$ cat src/verilog/lcai_cfg.svh
// Offsets, field positions, reset values and limits of the alarm block.
// Assumes inclusion by bare name from the package and the top module.
`ifndef LCAI_CFG_SVH
`define LCAI_CFG_SVH

// ----------------------------------------------------------------------
// Address map
// ----------------------------------------------------------------------
`define LCAI_NUM_CHAN 8
`define LCAI_OFS_ERR_INS 4'h3
`define LCAI_OFS_IRQ_EN 4'h4
`define LCAI_OFS_STATUS 4'h5
`define LCAI_OFS_CHANGED 4'h6
`define LCAI_ADDR_GLOBAL 8'h80
`define LCAI_ADDR_GLOBAL_ALT 8'he0
`define LCAI_ADDR_GLOBAL2 8'h81

// ----------------------------------------------------------------------
// Field positions
// ----------------------------------------------------------------------
`define LCAI_BIT_INS_ERR 1
`define LCAI_BIT_GIE 1
`define LCAI_BIT_OVF_SEL 7
`define LCAI_BIT_DRV 6
`define LCAI_BIT_FIFO 5
`define LCAI_BIT_VIOL 4
`define LCAI_BIT_AIS 2
`define LCAI_BIT_LOS 1
`define LCAI_BIT_PAT 0
`define LCAI_ALARM_MASK 8'h77

// ----------------------------------------------------------------------
// Reset values and limits
// ----------------------------------------------------------------------
`define LCAI_RESET_BYTE 8'h00
`define LCAI_FIFO_NEAR 3
`define LCAI_FIFO_PTR_W 6

`endif

$ cat src/verilog/lcai_pkg.sv
// Types shared by the alarm block and its bench.
// Assumes the constants header is on the include path.
`include "lcai_cfg.svh"

package lcai_pkg;

	// Live alarm conditions of one channel.
	typedef struct packed {
		logic driver_fail;
		logic violation;
		logic counter_overflow;
		logic all_ones;
		logic signal_loss;
		logic pattern_detect;
	} lcai_alarm_in_type;

	// One cycle of the host microprocessor port.
	typedef struct packed {
		logic rd;
		logic wr;
		logic [7:0] addr;
		logic [7:0] wdata;
	} lcai_host_req_type;

endpackage

$ cat src/verilog/lcai_top.sv
// Per-channel alarm status, interrupt masking and bit-error insertion.
// Assumes all inputs, transmit clocks included, are synchronous to sys_clk.
//
// What this block does
// A rising insert-bit-error bit corrupts exactly one transmitted test bit.
// The insert-bit-error bit is sampled on rising transmit clock edges.
// Software writes zero before one so a clean rising edge is seen.
// Enable register holds one mask bit per alarm at bits 6,5,4,2,1,0.
// Bits 7 and 3 of enable and status registers are unused.
// Interrupt asserts only with global enable and the alarm enable set.
// The six status bits track their conditions whatever the enables are.
// Driver flag reads one while the transmit driver has failed.
// FIFO flag reads one when pointers lie within three of each other.
// Violation flag shows counter overflow when global bit 7 is set.
// In violation mode the flag shows code, bipolar or zeros violations.
// All-ones flag reads one while all-ones is received.
// Signal-loss flag reads one while receive signal is lost.
// Pattern flag reads one while the test pattern is detected.
// Any status change sets a changed bit, which interrupts and reads clear.
// Channel n registers sit at channel 0 offset plus n times 0x10.
// After reset all enables, flags and the insert bit read zero.
`timescale 1ns/1ps
`include "lcai_cfg.svh"

module lcai_top #(
	parameter int NUM_CHAN = `LCAI_NUM_CHAN,
	parameter int PTR_W = `LCAI_FIFO_PTR_W
) (
	// Clock and reset
	input wire logic sys_clk,
	input wire logic rst_b,
	// Host microprocessor port
	input wire lcai_pkg::lcai_host_req_type host_req,
	output logic [7:0] host_rdata,
	// Receive alarm conditions and jitter FIFO pointers
	input wire lcai_pkg::lcai_alarm_in_type [NUM_CHAN-1:0] alarm_in,
	input wire logic [NUM_CHAN-1:0][PTR_W-1:0] fifo_wr_ptr,
	input wire logic [NUM_CHAN-1:0][PTR_W-1:0] fifo_rd_ptr,
	// Transmit side
	input wire logic [NUM_CHAN-1:0] transmit_clock,
	output logic [NUM_CHAN-1:0] bit_error_flip,
	// Interrupt
	output logic irq
);

	// ------------------------------------------------------------------
	// Helpers
	// ------------------------------------------------------------------
	// True when the two FIFO pointers are within the limit either way.
	function automatic logic fifo_near(logic [PTR_W-1:0] wr,
		logic [PTR_W-1:0] rd);
		logic [PTR_W-1:0] ahead;
		logic [PTR_W-1:0] behind;
		ahead = wr - rd;
		behind = rd - wr;
		fifo_near = (ahead <= PTR_W'(`LCAI_FIFO_NEAR)) ||
			(behind <= PTR_W'(`LCAI_FIFO_NEAR));
	endfunction

	// Builds the status byte of one channel from its live conditions.
	function automatic logic [7:0] build_status(
		lcai_pkg::lcai_alarm_in_type a, logic near, logic ovf_sel);
		logic [7:0] s;
		s = `LCAI_RESET_BYTE;
		s[`LCAI_BIT_DRV] = a.driver_fail;
		s[`LCAI_BIT_FIFO] = near;
		s[`LCAI_BIT_VIOL] = ovf_sel ? a.counter_overflow : a.violation;
		s[`LCAI_BIT_AIS] = a.all_ones;
		s[`LCAI_BIT_LOS] = a.signal_loss;
		s[`LCAI_BIT_PAT] = a.pattern_detect;
		build_status = s & `LCAI_ALARM_MASK;
	endfunction

	// ------------------------------------------------------------------
	// Address decode
	// ------------------------------------------------------------------
	logic [2:0] sel_chan;
	logic [3:0] sel_ofs;
	logic chan_hit;
	logic glob_hit;
	logic glob2_hit;

	assign sel_chan = host_req.addr[6:4];
	assign sel_ofs = host_req.addr[3:0];
	assign chan_hit = !host_req.addr[7] && (int'(sel_chan) < NUM_CHAN);
	assign glob_hit = (host_req.addr == `LCAI_ADDR_GLOBAL) ||
		(host_req.addr == `LCAI_ADDR_GLOBAL_ALT);
	assign glob2_hit = host_req.addr == `LCAI_ADDR_GLOBAL2;

	// ------------------------------------------------------------------
	// Register state
	// ------------------------------------------------------------------
	logic [7:0] irq_enable [NUM_CHAN];
	logic [NUM_CHAN-1:0] insert_bit_error_bit;
	logic [7:0] alarm_status [NUM_CHAN];
	logic [7:0] changed_status [NUM_CHAN];
	logic global_irq_enable;
	logic overflow_select;
	logic [7:0] next_status [NUM_CHAN];
	logic [7:0] next_rdata;
	logic next_irq;

	// Software-written controls.
	always_ff @(posedge sys_clk or negedge rst_b) begin
		if (!rst_b) begin
			for (int i = 0; i < NUM_CHAN; i++) begin
				irq_enable[i] <= `LCAI_RESET_BYTE;
			end
			insert_bit_error_bit <= '0;
			global_irq_enable <= 1'b0;
			overflow_select <= 1'b0;
		end else if (host_req.wr) begin
			if (chan_hit && sel_ofs == `LCAI_OFS_IRQ_EN) begin
				irq_enable[sel_chan] <= host_req.wdata & `LCAI_ALARM_MASK;
			end
			if (chan_hit && sel_ofs == `LCAI_OFS_ERR_INS) begin
				insert_bit_error_bit[sel_chan] <=
					host_req.wdata[`LCAI_BIT_INS_ERR];
			end
			if (glob_hit) begin
				global_irq_enable <= host_req.wdata[`LCAI_BIT_GIE];
			end
			if (glob2_hit) begin
				overflow_select <= host_req.wdata[`LCAI_BIT_OVF_SEL];
			end
		end
	end

	// ------------------------------------------------------------------
	// Live alarm status and change capture
	// ------------------------------------------------------------------
	always_comb begin
		for (int i = 0; i < NUM_CHAN; i++) begin
			next_status[i] = build_status(alarm_in[i],
				fifo_near(fifo_wr_ptr[i], fifo_rd_ptr[i]), overflow_select);
		end
	end

	// Status follows the conditions every cycle, masks play no part.
	always_ff @(posedge sys_clk or negedge rst_b) begin
		if (!rst_b) begin
			for (int i = 0; i < NUM_CHAN; i++) begin
				alarm_status[i] <= `LCAI_RESET_BYTE;
			end
		end else begin
			for (int i = 0; i < NUM_CHAN; i++) begin
				alarm_status[i] <= next_status[i];
			end
		end
	end

	// Changed bits clear on read; a change in the same cycle wins.
	always_ff @(posedge sys_clk or negedge rst_b) begin
		if (!rst_b) begin
			for (int i = 0; i < NUM_CHAN; i++) begin
				changed_status[i] <= `LCAI_RESET_BYTE;
			end
		end else begin
			for (int i = 0; i < NUM_CHAN; i++) begin
				if (host_req.rd && chan_hit && int'(sel_chan) == i &&
					sel_ofs == `LCAI_OFS_CHANGED) begin
					changed_status[i] <= next_status[i] ^ alarm_status[i];
				end else begin
					changed_status[i] <= changed_status[i] |
						(next_status[i] ^ alarm_status[i]);
				end
			end
		end
	end

	// ------------------------------------------------------------------
	// Interrupt
	// ------------------------------------------------------------------
	always_comb begin
		next_irq = 1'b0;
		for (int i = 0; i < NUM_CHAN; i++) begin
			next_irq = next_irq | (|(changed_status[i] & irq_enable[i]));
		end
		next_irq = next_irq & global_irq_enable;
	end

	always_ff @(posedge sys_clk or negedge rst_b) begin
		if (!rst_b) begin
			irq <= 1'b0;
		end else begin
			irq <= next_irq;
		end
	end

	// ------------------------------------------------------------------
	// Read port
	// ------------------------------------------------------------------
	always_comb begin
		next_rdata = `LCAI_RESET_BYTE;
		if (chan_hit) begin
			case (sel_ofs)
				`LCAI_OFS_ERR_INS: begin
					next_rdata[`LCAI_BIT_INS_ERR] = insert_bit_error_bit[sel_chan];
				end
				`LCAI_OFS_IRQ_EN: begin
					next_rdata = irq_enable[sel_chan];
				end
				`LCAI_OFS_STATUS: begin
					next_rdata = alarm_status[sel_chan];
				end
				`LCAI_OFS_CHANGED: begin
					next_rdata = changed_status[sel_chan];
				end
				default: begin
					next_rdata = `LCAI_RESET_BYTE;
				end
			endcase
		end else if (glob_hit) begin
			next_rdata[`LCAI_BIT_GIE] = global_irq_enable;
		end else if (glob2_hit) begin
			next_rdata[`LCAI_BIT_OVF_SEL] = overflow_select;
		end
	end

	always_ff @(posedge sys_clk or negedge rst_b) begin
		if (!rst_b) begin
			host_rdata <= `LCAI_RESET_BYTE;
		end else if (host_req.rd) begin
			host_rdata <= next_rdata;
		end
	end

	// ------------------------------------------------------------------
	// Bit-error insertion
	// ------------------------------------------------------------------
	logic [NUM_CHAN-1:0] transmit_clock_prev;
	logic [NUM_CHAN-1:0] insert_sampled;

	always_ff @(posedge sys_clk or negedge rst_b) begin
		if (!rst_b) begin
			transmit_clock_prev <= '0;
			insert_sampled <= '0;
			bit_error_flip <= '0;
		end else begin
			transmit_clock_prev <= transmit_clock;
			for (int i = 0; i < NUM_CHAN; i++) begin
				if (transmit_clock[i] && !transmit_clock_prev[i]) begin
					insert_sampled[i] <= insert_bit_error_bit[i];
					bit_error_flip[i] <= insert_bit_error_bit[i] &&
						!insert_sampled[i];
				end else begin
					bit_error_flip[i] <= 1'b0;
				end
			end
		end
	end

endmodule
$ cat config.mk
export PLATFORM = sky130hd
export DESIGN_NAME = lcai_top
export DESIGN_NICKNAME = d
export VERILOG_FILES = /design/src/verilog/lcai_pkg.sv /design/src/verilog/lcai_top.sv
export VERILOG_INCLUDE_DIRS = /design/src /design/src/verilog
export SDC_FILE = /design/constraint.sdc
export NUM_CORES = 1
export LEC_CHECK = 0
export ABC_AREA = 1
export ABC_CLOCK_PERIOD_IN_PS = 4340
export BUFFER_PORTS_ARGS = -buffer_cell sky130_fd_sc_hd__buf_2
export CORE_MARGIN = 2
export CORE_UTILIZATION = 50
export CTS_CLUSTER_SIZE = 30
export DETAILED_ROUTE_END_ITERATION = 10
export PLACE_DENSITY = 0.72
export SLEW_MARGIN = 20
export SYNTH_ARGS = -nofsm -noshare
export SYNTH_HDL_FRONTEND = slang
export SYNTH_SLANG_ARGS = --single-unit
$ cat constraint.sdc
create_clock -name sys_clk -period 4.34 [get_ports sys_clk]
set_input_delay 0.434 -clock sys_clk [delete_from_list [all_inputs] [get_ports sys_clk]]
set_output_delay 0.434 -clock sys_clk [all_outputs]
set_load 0.01 [all_outputs]
==> summary.md <==
| Metric | Value |
|---|---|
| Number of placement rows | between 50 and 60 |
| Setup repair after global routing missed its margin | false |
| Global route hottest layer | met2 |
| Vias in the first global route | 10900 |
| Die footprint | 0.0258 mm2 |
| Global routing usage on met2 | 0.445 |
| Maximum buffer depth of the clock tree | 2 |
| Async SR Flop Fraction | 1.00 |
| Synthesized area divided by synthesized cell count | 7.18 um2 |
| Power per Cell Area | just over 300 mW/mm2 |
| Net count of the finished layout | 2158 |
| Count of port buffers added during placement | 187 |
| Worst setup SP type | input port |
| Yosys warns | 0 |
| Number of top-level design ports | roughly 190 |
| Category of the worst setup path capture point | flip-flop |
| Clock H-tree levels | 4 |
| Sink Count | about 190 |
| CTS Buf Count | 17 |
| First drt pass iteration count | 6 |
| Routed wire per std cell | 15.0 um |
| Top cell type's share of synthesized area | 0.381 |
| Mean number of vias per cell | 5.16 |
| Skew-Pair Late Insertion Delay | 450 ps |
| Number of design rule violations left after detail routing | 0 |
| Clock-pin slew on the worst setup and hold paths | approximately 70 ps |
| Area of the placeable core | 0.0242 mm2 |
| Number of library cell types mapped by synthesis | 30 |
| Post-synthesis sequential area ratio | 0.381 |
| Number of nets still failing antenna checks after routing | 0 |
| Met3 global-route usage | 0.0573 |
| Clock tree from TritonCTS | built |
| Min cycle time layout | 2420 ps |
| Worst setup startpoint | host_req[12] |
| Required time at the endpoint of the critical path | about 4700 ps |
| Number of storage elements in the synthesis netlist | roughly 190 |
| Drt total wl | between 30000 and 40000 um |
| Largest net degree at the start of global routing | 117 |
| Combined flip-flop and latch cell area | 0.00468 mm2 |
| Met1 Usage GRT | 0.343 |
| Vias post-DR | 11500 |
| Primary flip-flop cell chosen by synthesis mapping | dfrtp_1 |
| Number of endpoints with negative hold slack in the final report | 0 |
| Number of enable flip-flop cells after synthesis | 0 |
| Pin slew with the least headroom to its limit | 1070 ps |
| Cts hold-fix bufs | 0 |
| Clock tree root buffer cell | clkbuf_16 |
| Min setup slack post-route | approximately 1900 ps |
| Residual overflow from global routing | 0 |
| Count of buffers added by post-CTS timing repair for setup | 0 |
| Outcome | completed |
| Crit share post-route | 0.558 |
| Number of max-cap violations | 0 |
| Worst endpoint data arrival time | between 2000 and 3000 ps |
| HPWL Detailed | 25700 um |
| Dominant cells by area after synthesis | dfrtp_1, nand2_1, ha_1 |
| Worst slew margin relative to its limit | 0.286 |
| Critical setup path kind | in -> reg |
| Worst Skew | 12.9 ps |
| Maximum resistive drop on vdd | 0.296 mV |
| Cell type with the highest aggregate area in the netlist | dfrtp_1 |
| Number of antenna violations at the first check in global routing | 0 |
| Highest fanout seen on the critical path | 31 |
| Achievable clock frequency | around 0.41 GHz |
| Final weighted congestion of routability-driven global placement | 0.948 |
| Hold Crit Class | in -> async |
| Most instantiated library cell after synthesis | nand2_1 |
| Lkg Pwr | 7.85 nW |
| Final-layout worst hold slack | approximately 88 ps |
| Synthesized Nets | 1977 |
| Setup TNS | 0 ps |
| Startpoint of the most critical register-to-register path | overflow_select |
| Worst slack at placement | 1550 ps |
| Netlist area before placement | 0.0123 mm2 |
| Die X | ~160 um |
| Quantity of gates resized following cts | 0 |
| Combined area of the multi-input logic cells | 0.00652 mm2 |
| Inserted Diodes | 0 |
| Height of the chip | 161 um |
| Area growth, synth to finish | 15.3% |
| Number of DRC markers in iteration 0 | 1067 |
| All-Layer GR Usage | 0.264 |
| Layout filler cell count | around 2300 |
| Ratio of cells with drive above 1 in the final layout | 0.128 |
| Cells after synthesis | 1709 |
| Max Transition Viols Final | 0 |
| Wire length of the first global-routing pass | 54200 um |
| Starting density of the core | 0.508 |
| # setup viols final | 0 |
| Commonest cells in the synthesized netlist | nand2_1, inv_1, dfrtp_1 |
## final timing paths
kind                                 endpoint  slack, ps  cells after the start
setup / recovery                host_rdata[5]       1920                     12
hold / removal              bit_error_flip[5]         90                      1
setup reg to reg           changed_status[44]       2760                      5
hold reg to reg             bit_error_flip[4]        420                      1
max in group asynchronous    alarm_status[42]       3150                      2
min in group sys_clk         alarm_status[18]        110                      1
## cells by family after synthesis
group,count (synthesis),synth area share
flip-flops,187,0.381
AO/OA/AOI/OAI,196,0.0842
adder cells (fa/ha/maj),96,0.108
XOR/XNOR,64,0.0457
AND/OR/NAND/NOR,889,0.293
buffers and inverters,277,0.0877
## worst max-delay path: stages
cell and delay [ps]:
buf_2 490, inv_1 320, nor2_2 680, buf_4 270, nand2_1 50, o21ai_0 70
nor2_1 60, nand2_1 100, nand2_1 60, nand3_1 120, nand2_1 70, nand2_1 80
## area by class of cell
type / count / share of cell area
Tap cell: 324 / 0.0286
Sequential cell: 187 / 0.331
Multi-Input combinational cell: 1245 / 0.461
Clock buffer: 21 / 0.0325
Inverter: 238 / 0.0631
Timing Repair Buffer: 201 / 0.0742
Clock inverter: 11 / 0.0101
## per-stage QoR
stage	utilization	cells	power [mW]	instance area, um2
final	0.585	2227	4.39	14200
after global routing	0.585	2227	4.60	14200
after CTS	0.585	2227	4.39	14200
after detailed placement	0.560	2195	2.79	13500
after global placement	0.560	2195	2.77	13500
after floorplan	-	1709	2.47	12300
## routing by layer
layer	routed length, um	vias up
met5	0	-
met4	873	0
met3	2630	58
met2	16000	440
met1	14000	5330
li1	-	5663
## layout by cell type (no fill, tap or decap)
cell	instances
a21oi_1	53
a22o_1	2
a31oi_1	8
buf_2	186
buf_4	14
bufinv_16	3
clkbuf_1	2
clkbuf_16	17
clkbuf_8	3
clkinv_1	1
clkinv_2	4
clkinv_4	1
clkinvlp_4	2
dfrtp_1	187
fa_1	16
ha_1	80
inv_1	236
inv_2	1
inv_6	1
nand2_1	606
nand3_1	131
nand3b_1	3
nand4_1	14
nor2_1	114
nor2_2	6
nor2_4	1
nor3_1	8
nor3_4	1
nor3b_1	1
o211ai_1	5
o21ai_0	113
o21ai_1	5
o21bai_1	8
o22ai_1	2
or2_2	4
xnor2_1	44
xor2_1	20
## registers in the layout (all words and copies together) (netlist names)
name,count
alarm_status,48
changed_status,48
irq_enable,48
bit_error_flip,8
host_rdata,8
insert_bit_error_bit,8
insert_sampled,8
transmit_clock_prev,8
global_irq_enable,1
irq,1
overflow_select,1
## report_power, final
group          leakage, nW  internal [mW]  switching (mW)  total, mW
combinational         5.34          0.336           0.543      0.879
clock                0.293          0.936           0.683       1.62
sequential            2.22           1.82          0.0659       1.89
No activity file was read; power rests on OpenSTA's default activity.
